===== src/hdl/flag_fifo_pkg.sv =====
// Constants shared by the flagged FIFO block
package flag_fifo_pkg;
   localparam int DATA_W        = 18;
   localparam int DEPTH_DEF     = 64;
   localparam int REG_ADDR_W    = 4;
   localparam int REG_DATA_W    = 32;
   // Register byte addresses
   localparam logic [3:0] CTRL_ADDR    = 4'h0;
   localparam logic [3:0] STATUS_ADDR  = 4'h4;
   localparam logic [3:0] COUNT_ADDR   = 4'h8;
   localparam logic [3:0] OFFSET_ADDR  = 4'hc;
   // Field positions
   localparam int CTRL_CASCADE_BIT  = 0;
   localparam int ST_EMPTY_BIT      = 0;
   localparam int ST_FULL_BIT       = 1;
   localparam int ST_AEMPTY_BIT     = 2;
   localparam int ST_AFULL_BIT      = 3;
   localparam int ST_HALF_BIT       = 4;
   localparam int ST_WOWN_BIT       = 5;
   localparam int ST_ROWN_BIT       = 6;
   localparam int OFF_AF_LSB        = 16;
   // Reset values
   localparam logic CTRL_CASCADE_RST = 1'b0;
   localparam int   OFFSET_RST       = 7;
endpackage : flag_fifo_pkg


===== src/hdl/flag_fifo.sv =====
// Single-clock flagged FIFO with offset register, retransmit and cascade
//
// Design decisions made here: the register addresses and the address-and-strobe port.
`timescale 1ns/1ps
`default_nettype none
module flag_fifo
   import flag_fifo_pkg::*;
#(
   parameter int DEPTH = DEPTH_DEF
)(
   input  wire logic                  CLK,
   input  wire logic                  RESETN,
   input  wire logic                  WRITE_EN_N,
   input  wire logic [DATA_W-1:0]     DATA_IN,
   input  wire logic                  READ_EN_N,
   output var  logic [DATA_W-1:0]     DATA_OUT,
   output var  logic                  DATA_OUT_OE_N,
   input  wire logic                  OUTPUT_ENABLE_N,
   input  wire logic                  OFFSET_LOAD_N,
   output var  logic                  EMPTY_FLAG_N,
   output var  logic                  FULL_FLAG_N,
   output var  logic                  ALMOST_EMPTY_FLAG_N,
   output var  logic                  ALMOST_FULL_FLAG_N,
   output var  logic                  CHAIN_OR_HALF_N,
   output var  logic                  READ_CHAIN_OUT,
   input  wire logic                  WRITE_CHAIN_IN,
   input  wire logic                  READ_CHAIN_IN,
   input  wire logic                  FIRST_LOAD_N,
   input  wire logic                  RETRANSMIT_STROBE,
   input  wire logic                  FLAG_SYNC_SELECT,
   input  wire logic [REG_ADDR_W-1:0] REG_ADDR,
   input  wire logic [REG_DATA_W-1:0] REG_WDATA,
   input  wire logic                  REG_WR,
   input  wire logic                  REG_RD,
   output var  logic [REG_DATA_W-1:0] REG_RDATA
);
   localparam int AW = $clog2(DEPTH);
   localparam int CW = AW + 1;
   localparam logic [CW-1:0] DEPTH_C = CW'(DEPTH);
   localparam logic [CW-1:0] HALF_C  = CW'(DEPTH / 2);
   localparam logic [AW-1:0] LAST_C  = AW'(DEPTH - 1);
   localparam logic [CW-1:0] OFF_RST_C = CW'(OFFSET_RST);

   // The almost-full offset readback field must end inside the data word
   if (DEPTH < 4 || (1 << AW) != DEPTH || DEPTH > 32768)
   begin : g_depth_check
      $error("DEPTH must be a power of two from 4 to 32768");
   end

   typedef struct packed {
      logic [AW-1:0]         wptr;
      logic [AW-1:0]         rptr;
      logic [CW-1:0]         count;
      logic [CW-1:0]         ae_off;
      logic [CW-1:0]         af_off;
      logic                  ld_wsel;
      logic                  ld_rsel;
      logic                  cascade;
      logic                  wown;
      logic                  rown;
      logic [DATA_W-1:0]     q;
      logic                  oe_n;
      logic                  empty_n;
      logic                  full_n;
      logic                  aempty_n;
      logic                  afull_n;
      logic                  dual_n;
      logic                  read_chain_out;
      logic [REG_DATA_W-1:0] rdata;
   } state_s;

   state_s st_reg;
   state_s st_next;
   logic [DATA_W-1:0] mem [DEPTH];
   logic wr_ok;
   logic rd_ok;

   function automatic logic [CW-1:0] fit(input logic [DATA_W-1:0] d);
      fit = d[CW-1:0];
   endfunction

   always_comb
   begin
      logic          can_w;
      logic          can_r;
      logic          rewind;
      logic          pass_w;
      logic [CW-1:0] cnt_flag;
      can_w    = 1'b0;
      can_r    = 1'b0;
      rewind   = 1'b0;
      pass_w   = 1'b0;
      cnt_flag = '0;
      st_next  = st_reg;
      // Token ownership only matters when chained
      can_w = !st_reg.cascade || st_reg.wown;
      can_r = !st_reg.cascade || st_reg.rown;
      rewind = RETRANSMIT_STROBE && !st_reg.cascade;
      wr_ok = !WRITE_EN_N && OFFSET_LOAD_N && can_w
              && (st_reg.count != DEPTH_C);
      rd_ok = !READ_EN_N && OFFSET_LOAD_N && can_r && !rewind
              && (st_reg.count != '0);
      // Offset register: first access hits almost-empty, then almost-full
      if (!OFFSET_LOAD_N && !WRITE_EN_N)
      begin
         if (!st_reg.ld_wsel)
            st_next.ae_off = fit(DATA_IN);
         else
            st_next.af_off = fit(DATA_IN);
         st_next.ld_wsel = !st_reg.ld_wsel;
      end
      if (!OFFSET_LOAD_N && !READ_EN_N)
      begin
         st_next.q = DATA_W'(st_reg.ld_rsel ? st_reg.af_off
                                            : st_reg.ae_off);
         st_next.ld_rsel = !st_reg.ld_rsel;
      end
      if (wr_ok)
         st_next.wptr = st_reg.wptr + 1'b1;
      if (rd_ok)
      begin
         st_next.q    = mem[st_reg.rptr];
         st_next.rptr = st_reg.rptr + 1'b1;
      end
      // One clock holds both pointers, so no torn value is ever seen
      case ({wr_ok, rd_ok})
         2'b10:   st_next.count = st_reg.count + 1'b1;
         2'b01:   st_next.count = st_reg.count - 1'b1;
         default: st_next.count = st_reg.count;
      endcase
      // Rewind assumes no more than DEPTH words written since reset
      if (rewind)
      begin
         st_next.rptr  = '0;
         st_next.count = st_next.count + CW'(st_reg.rptr);
      end
      // Tokens move on after the last location is used
      pass_w = st_reg.cascade && wr_ok && (st_reg.wptr == LAST_C);
      if (pass_w)
         st_next.wown = 1'b0;
      else if (WRITE_CHAIN_IN)
         st_next.wown = 1'b1;
      st_next.read_chain_out = st_reg.cascade && rd_ok && (st_reg.rptr == LAST_C);
      if (st_next.read_chain_out)
         st_next.rown = 1'b0;
      else if (READ_CHAIN_IN)
         st_next.rown = 1'b1;
      st_next.empty_n = (st_next.count != '0);
      st_next.full_n  = (st_next.count != DEPTH_C);
      cnt_flag = FLAG_SYNC_SELECT ? st_next.count : st_reg.count;
      st_next.aempty_n = !(cnt_flag <= st_next.ae_off);
      st_next.afull_n  = !((DEPTH_C - cnt_flag) <= st_next.af_off);
      if (st_reg.cascade)
         st_next.dual_n = !pass_w;
      else
         st_next.dual_n = !(st_next.count > HALF_C);
      st_next.oe_n = OUTPUT_ENABLE_N;
      if (REG_WR && REG_ADDR == CTRL_ADDR)
         st_next.cascade = REG_WDATA[CTRL_CASCADE_BIT];
      st_next.rdata = '0;
      if (REG_RD)
      begin
         case (REG_ADDR)
            CTRL_ADDR:
               st_next.rdata[CTRL_CASCADE_BIT] = st_reg.cascade;
            STATUS_ADDR:
            begin
               st_next.rdata[ST_EMPTY_BIT]  = !st_reg.empty_n;
               st_next.rdata[ST_FULL_BIT]   = !st_reg.full_n;
               st_next.rdata[ST_AEMPTY_BIT] = !st_reg.aempty_n;
               st_next.rdata[ST_AFULL_BIT]  = !st_reg.afull_n;
               st_next.rdata[ST_HALF_BIT]   = st_reg.count > HALF_C;
               st_next.rdata[ST_WOWN_BIT]   = st_reg.wown;
               st_next.rdata[ST_ROWN_BIT]   = st_reg.rown;
            end
            COUNT_ADDR:
               st_next.rdata[CW-1:0] = st_reg.count;
            OFFSET_ADDR:
            begin
               st_next.rdata[CW-1:0] = st_reg.ae_off;
               st_next.rdata[OFF_AF_LSB +: CW] = st_reg.af_off;
            end
            default:
               st_next.rdata = '0;
         endcase
      end
   end

   always_ff @(posedge CLK)
   begin
      if (!RESETN)
      begin
         st_reg          <= '0;
         st_reg.ae_off   <= OFF_RST_C;
         st_reg.af_off   <= OFF_RST_C;
         st_reg.cascade  <= CTRL_CASCADE_RST;
         // Strap caught by a clocked reset; a sync reset may sample it
         st_reg.wown     <= !FIRST_LOAD_N;
         st_reg.rown     <= !FIRST_LOAD_N;
         st_reg.oe_n     <= 1'b1;
         st_reg.full_n   <= 1'b1;
         st_reg.afull_n  <= 1'b1;
         st_reg.dual_n   <= 1'b1;
      end
      else
      begin
         st_reg <= st_next;
      end
   end

   // Storage needs no reset; flags guard every read of it
   always_ff @(posedge CLK)
   begin
      if (RESETN && wr_ok)
         mem[st_reg.wptr] <= DATA_IN;
   end

   assign DATA_OUT            = st_reg.q;
   assign DATA_OUT_OE_N       = st_reg.oe_n;
   assign EMPTY_FLAG_N        = st_reg.empty_n;
   assign FULL_FLAG_N         = st_reg.full_n;
   assign ALMOST_EMPTY_FLAG_N = st_reg.aempty_n;
   assign ALMOST_FULL_FLAG_N  = st_reg.afull_n;
   assign CHAIN_OR_HALF_N     = st_reg.dual_n;
   assign READ_CHAIN_OUT      = st_reg.read_chain_out;
   assign REG_RDATA           = st_reg.rdata;
endmodule // flag_fifo
`default_nettype wire


===== config.mk =====
export PLATFORM = sky130hd
export DESIGN_NAME = flag_fifo
export DESIGN_NICKNAME = d
export VERILOG_FILES = /design/src/hdl/flag_fifo_pkg.sv /design/src/hdl/flag_fifo.sv
export SDC_FILE = /design/constraint.sdc
export NUM_CORES = 1
export LEC_CHECK = 0
export ABC_CLOCK_PERIOD_IN_PS = 13600
export BUFFER_PORTS_ARGS = -buffer_cell sky130_fd_sc_hd__buf_2
export CAP_MARGIN = 0
export CORE_MARGIN = 3
export CORE_UTILIZATION = 45
export DETAILED_ROUTE_END_ITERATION = 7
export SLEW_MARGIN = 20
export SYNTH_ARGS = -nofsm -noshare
export SYNTH_HDL_FRONTEND = slang
export SYNTH_SLANG_ARGS = --single-unit

===== constraint.sdc =====
create_clock -name CLK -period 13.6 [get_ports CLK]
set_input_delay 2.72 -clock CLK [delete_from_list [all_inputs] [get_ports CLK]]
set_output_delay 2.72 -clock CLK [all_outputs]
set_load 0.03 [all_outputs]

After elaboration in Yosys (flattened, before gate mapping) --
Memory sizes are Yosys's and may differ from the RTL's. A register that Yosys moved wholly into a read port is not among the register bits. Cells that the tools add are included. W data, S select, Z words.
Storage, ports and cells: RAM bits 1152, word-level logic and storage cells 108, ROM bits 0, bits of input ports 67, memories kept 1, latch bits 0, register bits 95, output and inout port bits 57
Memory list:
- mem | words 64, bits a word 18, read ports 1, clocked after Yosys merged registers in 1, write ports 1, RTL line flag_fifo.sv:74 | logic [DATA_W-1:0] mem [DEPTH];
Cells by class: order comparisons 4, equality and inequality tests 11, multiply operators 0, bitwise gates (word level) 1, muxes and demuxes 23, reductions and logical operators 41, divide/modulo/power cells 0, shift-type cells 0, $add $sub $neg 6
Operators by type and width (count):
- $mux W59 | 1
- $mux W7 | 6
- $mux W18 | 2
- $mux W23 | 1
- $pmux W6 S3 | 1
- $logic_and A1 B1 Y1 | 16
- $logic_not A1 Y1 | 16
- $mux W15 | 1
- $gt A7 B6 Y1 const B | 2
- $le A7 B7 Y1 | 2
- $ne A7 B7 Y1 const B | 2
- $pmux W7 S2 | 1
- $reduce_bool A7 Y1 | 2
- $add A6 B1 Y6 const B | 2
- $eq A6 B6 Y1 const B | 2
- $mux W6 | 2
- $eq A4 B4 Y1 const B | 2
- $add A7 B1 Y7 const B | 1
- $add A7 B6 Y7 | 1
- $mux W1 | 7
- $sub A7 B1 Y7 const B | 1
- $sub A7 B7 Y7 const A | 1
- $ne A3 B1 Y1 const B | 2
- $eq A4 B3 Y1 const B | 1
- 10 further kinds | 11

Longest topological paths before layout --
Gate-level depths: netlist (run 1).
word-level depth 14, mapped depth 28

Worst setup path after synthesis (run 1) --
OpenSTA, ideal clock, no wires.
path type input-to-reg, start in OFFSET_LOAD_N, end reg st_reg, in the netlist ALMOST_FULL_FLAG_N, required time 13.465 ns, stages 22, slack 6.143 ns, data arrival time 7.322 ns, cell sequence clkdlybuf4s15_1 and4b_1 o21ai_0 clkinv_1 clkbuf_1 ha_1 nand2b_1 a2111oi_0 a21o_2 xnor2_1 ha_1 a21oi_1 o21bai_1 a21oi_1 o21ai_0 and4bb_2 or4_4 xor2_1 ha_1 nand4_1 nor2_1 o21ai_0
Between the ends: word-level cells in the longest chain between the ends 12, elaborated cells on any way between the ends 19
RTL lines:
- start, declared | RTL line flag_fifo.sv:19 | input wire logic OFFSET_LOAD_N,
- $logic_and A1 B1 Y1 (3 in a row) | RTL line flag_fifo.sv:101 | rd_ok = !READ_EN_N && OFFSET_LOAD_N && can_r && !rewind
- $logic_and A1 B1 Y1 | RTL line flag_fifo.sv:102 | && (st_reg.count != '0);
- $eq A2 B1 Y1 / $eq A2 B2 Y1 (equally long branches) | RTL line flag_fifo.sv:126 | case ({wr_ok, rd_ok})
- $pmux W7 S2 | RTL line flag_fifo.sv:126
- $add A7 B6 Y7 | RTL line flag_fifo.sv:135 | st_next.count = st_next.count + CW'(st_reg.rptr);
- $mux W7 | RTL line flag_fifo.sv:132 | if (rewind)
- $mux W7 | RTL line flag_fifo.sv:150 | cnt_flag = FLAG_SYNC_SELECT ? st_next.count : st_reg.count;
- $sub A7 B7 Y7 | RTL line flag_fifo.sv:152 | st_next.afull_n = !((DEPTH_C - cnt_flag) <= st_next.af_off);
- $le A7 B7 Y1 * | RTL line flag_fifo.sv:152
- $logic_not A1 Y1 * | RTL line flag_fifo.sv:152
- end signal, assigned | RTL line flag_fifo.sv:207 | st_reg <= st_next;
- end, declared | RTL line flag_fifo.sv:72 | state_s st_reg;
Every way passes the cells marked *; elsewhere a longest branch is shown, timed or not. A chain may end at the register's enable or synchronous reset.

Final worst setup path (run 1) --
start in RETRANSMIT_STROBE, end reg st_reg, in the netlist ALMOST_FULL_FLAG_N
Between the ends: word-level cells in the longest chain between the ends 12, elaborated cells on any way between the ends 13
RTL lines:
- start, declared | RTL line flag_fifo.sv:29 | input wire logic RETRANSMIT_STROBE,
- $logic_and A1 B1 Y1 * | RTL line flag_fifo.sv:98 | rewind = RETRANSMIT_STROBE && !st_reg.cascade;
- $logic_not A1 Y1 | RTL line flag_fifo.sv:101
- $logic_and A1 B1 Y1 | RTL line flag_fifo.sv:101
- $logic_and A1 B1 Y1 | RTL line flag_fifo.sv:102
- $eq A2 B1 Y1 / $eq A2 B2 Y1 (equally long branches) | RTL line flag_fifo.sv:126
- $pmux W7 S2 | RTL line flag_fifo.sv:126
- $add A7 B6 Y7 | RTL line flag_fifo.sv:135
- $mux W7 * | RTL line flag_fifo.sv:132
- $mux W7 * | RTL line flag_fifo.sv:150
- $sub A7 B7 Y7 * | RTL line flag_fifo.sv:152
- $le A7 B7 Y1 * | RTL line flag_fifo.sv:152
- $logic_not A1 Y1 * | RTL line flag_fifo.sv:152
Marks and branches as above.

==> key figures, run 1 <==
Worst setup path
  – Crit path required time: roughly 14 ns
  – Worst reg2reg setup slack: roughly 6.6 ns
  – Worst setup EP type: flip-flop
  – Slowest Stage Delay on Critical Path: approximately 0.67 ns
  – Crit Path Category: in -> reg
  – Critical path fanouts, max: 21
  – Worst r2r dst: ALMOST_FULL_FLAG_N$_SDFF_PN1_
  – Crit start category: input port
  – Reg2reg path depth: 25
  – CP max stage cell: ha_1
  – Worst path bufs/invs: 4
  – Worst r2r src: st_reg[80]$_SDFF_PN0_
  – Cell family with most CP delay: compound AO/OA/AOI/OAI gates
  – CP Data Arrival Time: 8.96 ns

Global routing
  – Antenna violations before repair: 2
  – Number of global-route vias before repair: roughly 24k
  – Remaining global-route overflow: 0
  – First-pass GRT wire length: between 150000 and 200000 um
  – GR Util All Layers: a little over 20%
  – Largest net degree at the start of global routing: 132

Layout
  – Commonest non-fill, non-tap cell in the layout: edfxtp_1
  – Fraction of layout cells with a size suffix above 1: ~33%
  – Multi-input gate area: between 10000 and 15000 sq um
  – Layout area overhead: 12.1%
  – Layout net count: 2497
  – Fill count: ~8.4k
  – Sequential cell area: 36300 sq um
  – Most frequent cells in the layout: edfxtp_1, mux4_2, clkbuf_16
  – Max reg flops: ~1.2k

Die
  – Num ports: 124
  – Die width: roughly 340 um
  – Placeable Area: between 100000 and 150000 sq um
  – Row cnt: 120
  – Full die area: ~110000 sq um
  – Die Ht: ~340 um
  – Initial core utilization: 45.5%

Clocking
  – Clk sinks: 1235
  – Clk buf depth: 3
  – H-tree Lvls: 3
  – CTS Buf Count: 120
  – Worst-skew pair later-pin latency: around 0.68 ns
  – Setup bufs post-CTS: 0
  – Clock transition at path regs: 0.06 ns
  – Root buffer cell: clkbuf_16
  – CTS resizes: 0
  – Post-CTS Hold Buffers: 0
  – CTS tree: built

Yosys
  – Avg Cell Area, Syn: between 20 and 25 sq um
  – Mapped cell area: a little under 50000 sq um
  – Post-synth EDFFs: ~1.2k
  – Register area share after synthesis: roughly 74%
  – Top_reg_cell synth: edfxtp_1
  – Async S/R FF share, synth: 0%
  – Warnings, synthesis: 0
  – Gate Count Post-Synth: around 2.3k
  – Netlist cell types: 75
  – Synthesized flop and latch total: between 1k and 1.5k

Place
  – IO Port Bufs: between 70 and 80
  – Gpl congestion: 0.848
  – Detailed placer's ending HPWL: about 63000 um
  – Pre-CTS setup slack: 4.58 ns

Detailed routing
  – Initial DRC count: approximately 2.5k
  – DR pass1 iterations: 6
  – Vias: between 20k and 25k
  – WL final: roughly 110000 um
  – DR WL/cell: slightly below 30 um
  – Final ANT Viol Nets: 0
  – Via density: ~6
  – Drt drc: 0

Timing
  – Fin worst setup slack: 5.18 ns
  – Worst Skew: 0.0177 ns
  – Fin crit share: about three fifths
  – Final Hold Fails: 0
  – Fmax: 119 MHz
  – Setup-failing EPs final: 0
  – RSZ-0062 raised after global routing: false
  – Slew headroom: 25.6%
  – Min Clock Period, post-route: around 8.4 ns
  – TNS Setup: 0 ns
  – Worst slew pin tran: ~1.1 ns
  – Max Slew Vio Count: 0

Flow run
  – Max cap viols: 0

Worst hold path
  – Min-delay src: st_reg[68]$_SDFF_PN0_
  – Min-Delay Endpoint: REG_RDATA[22]$_SDFF_PN0_
  – Hold depth: 1
  – Hold Crit Class: reg -> reg

Power
  – Power density over the cells: about 140 nW/um^2
  – Worst IR Drop VDD: slightly above 0.1 mV
  – Power Total: 7.63 mW
  – Static leakage: ~17 nW

Run status
  – Outcome: finished clean
[cells by family after synthesis]
logic type / after synthesis / synth area share (%)
flops: 1235 / 74.3
mux: 412 / 18.2
simple gates: 295 / 2.89
buf+inv: 188 / 2.00
compound gates: 103 / 1.43
fa+ha+maj: 26 / 0.682
xor+xnor: 25 / 0.477
other cells: 1 / 0.00768
[worst max-delay path by stage]
stage,startpoint,end,slack (ns),cells after the start
2_1_floorplan,OFFSET_LOAD_N,ALMOST_FULL_FLAG_N$_SDFF_PN1_,6.14,22
3_3_place_gp,RETRANSMIT_STROBE,ALMOST_FULL_FLAG_N$_SDFF_PN1_,4.64,26
3_5_place_dp,RETRANSMIT_STROBE,ALMOST_FULL_FLAG_N$_SDFF_PN1_,4.58,26
4_1_cts,RETRANSMIT_STROBE,ALMOST_FULL_FLAG_N$_SDFF_PN1_,5.30,26
5_1_grt,RETRANSMIT_STROBE,ALMOST_FULL_FLAG_N$_SDFF_PN1_,4.64,26
6_report,RETRANSMIT_STROBE,ALMOST_FULL_FLAG_N$_SDFF_PN1_,5.18,26
[where the power goes]
group	leakage, nW	internal, mW	switching, mW
Combinational	3.87	0.0918	0.174
Clock	1.86	1.81	1.37
Sequential	11.0	4.16	0.0161
Total	16.8	6.07	1.56
[per-layer routing]
layer  global-route usage [%]  vias up  part of all wire [%]
li1                         -     9690                     -
met3                     2.72      166                   6.1
met2                     34.1      745                    50
met4                     5.52        0                   2.4
met1                     29.0    12300                    42
met5                        0        -                     0
[layout make-up]
| class | instances | area share (%) |
|---|---|---|
| flip-flops and latches | 1235 | 66.3 |
| multi-input cells | 879 | 21.6 |
| clock buffers | 148 | 5.85 |
| clock inverters | 76 | 1.04 |
| diodes | 4 | 0.0183 |
| well taps | 1403 | 3.21 |
| repair buffers | 155 | 1.89 |
| inverters | 13 | 0.0892 |
[worst register-to-register path, delay by kind of cell (launching register included)]
family          cells  cell delay, ns
compound gates     11            2.34
flops               1            0.42
buf+inv             3            0.93
simple gates        5            1.33
fa+ha+maj           3            1.31
xor+xnor            3            0.51
[cells in the mapped netlist, drive strengths merged (3+ instances only)]
cell type | instances | area (sq um)
or2 | 8 | 50.1
o21ai | 14 | 70.1
mux2i | 18 | 180
clkbuf | 80 | 362
a21oi | 36 | 184
nand3b | 7 | 52.6
inv | 12 | 45.0
xnor2 | 10 | 87.6
or3 | 5 | 37.5
nand2b | 8 | 50.1
nor2 | 132 | 495
edfxtp | 1154 | 34700
or4 | 4 | 38.8
nor3b | 4 | 30.0
a211oi | 3 | 22.5
dfxtp | 81 | 1620
a2111oi | 3 | 26.3
mux4 | 378 | 8510
and3 | 4 | 26.3
a22oi | 3 | 22.5
nor3 | 8 | 40.0
buf | 94 | 556
nand2 | 46 | 173
and2 | 9 | 56.3
nand4 | 8 | 50.1
mux2 | 16 | 184
o221ai | 7 | 61.3
ha | 25 | 313
nor4 | 5 | 31.3
nand3 | 31 | 155
nor2b | 8 | 50.1
a31oi | 3 | 18.8
o31ai | 4 | 30.0
o21a | 10 | 75.1
xor2 | 14 | 123
[metrics by stage]
step                cells  util [%]  hold slack (ns)  instance area [sq um]
finish               3913      51.0            0.509                  54700
detailed placement   3685      47.4            0.493                  50900
floorplan            2302         -            0.443                  48900
global route         3909      51.0            0.517                  54700
global placement     3685      47.4            0.490                  50900
CTS                  3909      50.9            0.504                  54700
Note: power is estimated with default switching activity, not from simulation.
==> run 2, diff against run 1 <==
- ABC_CLOCK_PERIOD_IN_PS: 13600 -> 7450
- clock period: 13.6 -> 7.45 ns (I/O delays scaled with it)
==> run 2 against run 1 <==
Net effect:
- sequential power increased by 83%
- sequential share of layout area decreased by 0.34 points
- largest cell class unchanged
- largest power group unchanged
- clock power increased by 92%
==> key figures, run 2 (synthesized netlist as in run 1, its figures left out) <==
Detailed routing
  – Drt drc: 0
  – DR pass1 iterations: 5
  – Vias: 23.1k
  – WL final: ~120000 um
  – Initial DRC count: roughly 2.2k
  – Via density: between 5 and 6
  – DR WL/cell: a little under 30 um
  – Final ANT Viol Nets: 0

Worst setup path
  – CP max stage cell: or4_4
  – Worst setup EP type: flip-flop
  – Critical path fanouts, max: 12
  – CP Cell Sequence: or3_4, or4_4, a211o_1, xnor2_1, ha_1, a21oi_1, nand2b_1, a2111oi_0, a21o_2, xnor2_1, ha_1, a21oi_1, o21bai_1, a21oi_1, o21ai_0, and4bb_2, or4_4, xor2_1, ha_1, nand4_1, nor2_1, o21ai_0
  – Cell family with most CP delay: compound AO/OA/AOI/OAI gates
  – Crit path required time: 8.03 ns
  – Slowest Stage Delay on Critical Path: approximately 0.53 ns
  – Worst path bufs/invs: 0
  – CP Data Arrival Time: 6.84 ns
  – Crit start category: flip-flop
  – Crit Path Category: reg -> reg

Place
  – Placed cell areas: between 50000 and 60000 sq um
  – Pre-CTS setup slack: between 0.6 and 0.7 ns
  – IO Port Bufs: 74
  – Gpl congestion: roughly 0.84
  – Detailed placer's ending HPWL: between 60000 and 70000 um

Timing
  – RSZ-0062 raised after global routing: false
  – Slew headroom: 31.7%
  – TNS Setup: 0 ns
  – Max Slew Vio Count: 0
  – Fmax: 160 MHz
  – Min Clock Period, post-route: 6.26 ns
  – Setup-failing EPs final: 0
  – Fin crit share: between 80 and 90%
  – Fin worst setup slack: between 1 and 1.5 ns
  – Worst slew pin tran: roughly 1.0 ns
  – Worst Skew: 0.0207 ns
  – Final Hold Fails: 0

Power
  – Power density over the cells: 258 nW/um^2
  – Static leakage: 16.9 nW
  – Worst IR Drop VDD: between 0.2 and 0.25 mV

Global routing
  – GR Util All Layers: between 20% and 30%
  – Number of global-route vias before repair: 23.9k
  – Largest net degree at the start of global routing: approximately 120
  – First-pass GRT wire length: 167000 um
  – Antenna violations before repair: 15
  – Remaining global-route overflow: 0

Die
  – Initial core utilization: a little under half
  – Full die area: roughly 110000 sq um
  – Die width: between 300 and 400 um
  – Die Ht: between 300 and 400 um
  – Num ports: 124
  – Row cnt: 120
  – Placeable Area: about 110000 sq um

Clocking
  – Worst-skew pair later-pin latency: roughly 0.73 ns
  – Setup bufs post-CTS: 0
  – Root buffer cell: clkbuf_16
  – Clock transition at path regs: 0.06 ns
  – CTS tree: built
  – Clk buf depth: 3
  – Post-CTS Hold Buffers: 0
  – Clk sinks: roughly 1.2k
  – CTS Buf Count: 131
  – H-tree Lvls: 4
  – CTS resizes: 0

Flow run
  – Max cap viols: 0

Layout
  – Most frequent cells in the layout: edfxtp_1, mux4_2, clkbuf_16
  – Layout net count: 2507
  – Max reg flops: approximately 1.2k
  – Fraction of layout cells with a size suffix above 1: between 30 and 40%
  – Layout area overhead: 12.7%
  – Post-route cell area: 55000 sq um
  – Commonest non-fill, non-tap cell in the layout: edfxtp_1

Worst hold path
  – Hold Crit Class: reg -> reg

Run status
  – Outcome: finished clean
[run 2: area by class of cell]
cell class | count | area (sq um)
fill | 8307 | 52300
sequential | 1235 | 36300
multi-input combinational | 879 | 11900
clock buffer | 175 | 3560
tap | 1403 | 1760
timing repair buffer | 154 | 1060
clock inverter | 60 | 440
inverter | 13 | 48.8
antenna | 3 | 7.51
[run 2: final timing paths]
kind | start | end | slack, ns | cells after the start
worst max-delay path | st_reg[79]$_SDFF_PN0_ | ALMOST_FULL_FLAG_N$_SDFF_PN1_ | 1.19 | 22
worst min-delay path | DATA_OUT[7]$_SDFFE_PN0P_ | DATA_OUT[7]$_SDFFE_PN0P_ | 0.46 | 2
worst max register to register | st_reg[79]$_SDFF_PN0_ | ALMOST_FULL_FLAG_N$_SDFF_PN1_ | 1.19 | 22
worst min register to register | DATA_OUT[7]$_SDFFE_PN0P_ | DATA_OUT[7]$_SDFFE_PN0P_ | 0.46 | 2
[run 2: worst min-delay path: cells and delay by family (launching register included)]
kind | cells | cell delay (ns)
simple gates | 1 | 0.06
compound gates | 1 | 0.05
flops | 1 | 0.30
[run 2: layer usage]
metal  vias up  wire [um]  global-route usage [%]
met4         2       3280                    6.57
met3       177       8390                    4.93
li1       9710          -                       -
met1     12400      47000                    28.5
met5         -         13                       0
met2       799      56300                    33.5
[run 2: power by group]
part	total, mW	switching [mW]	internal (mW)
registers	7.63	0.0293	7.60
logic	0.494	0.323	0.171
clock network	6.09	2.59	3.50
total	14.2	2.94	11.3
[run 2: per-stage QoR]
step	std cells	total power [mW]	utilization (%)	hold WS (ns)
finish	3922	14.2	51.2	0.464
CTS	3919	14.4	51.2	0.468
global placement	3684	8.26	47.5	0.471
detailed placement	3684	8.27	47.5	0.460
global route	3919	14.7	51.2	0.496
floorplan	2302	8.07	-	0.443
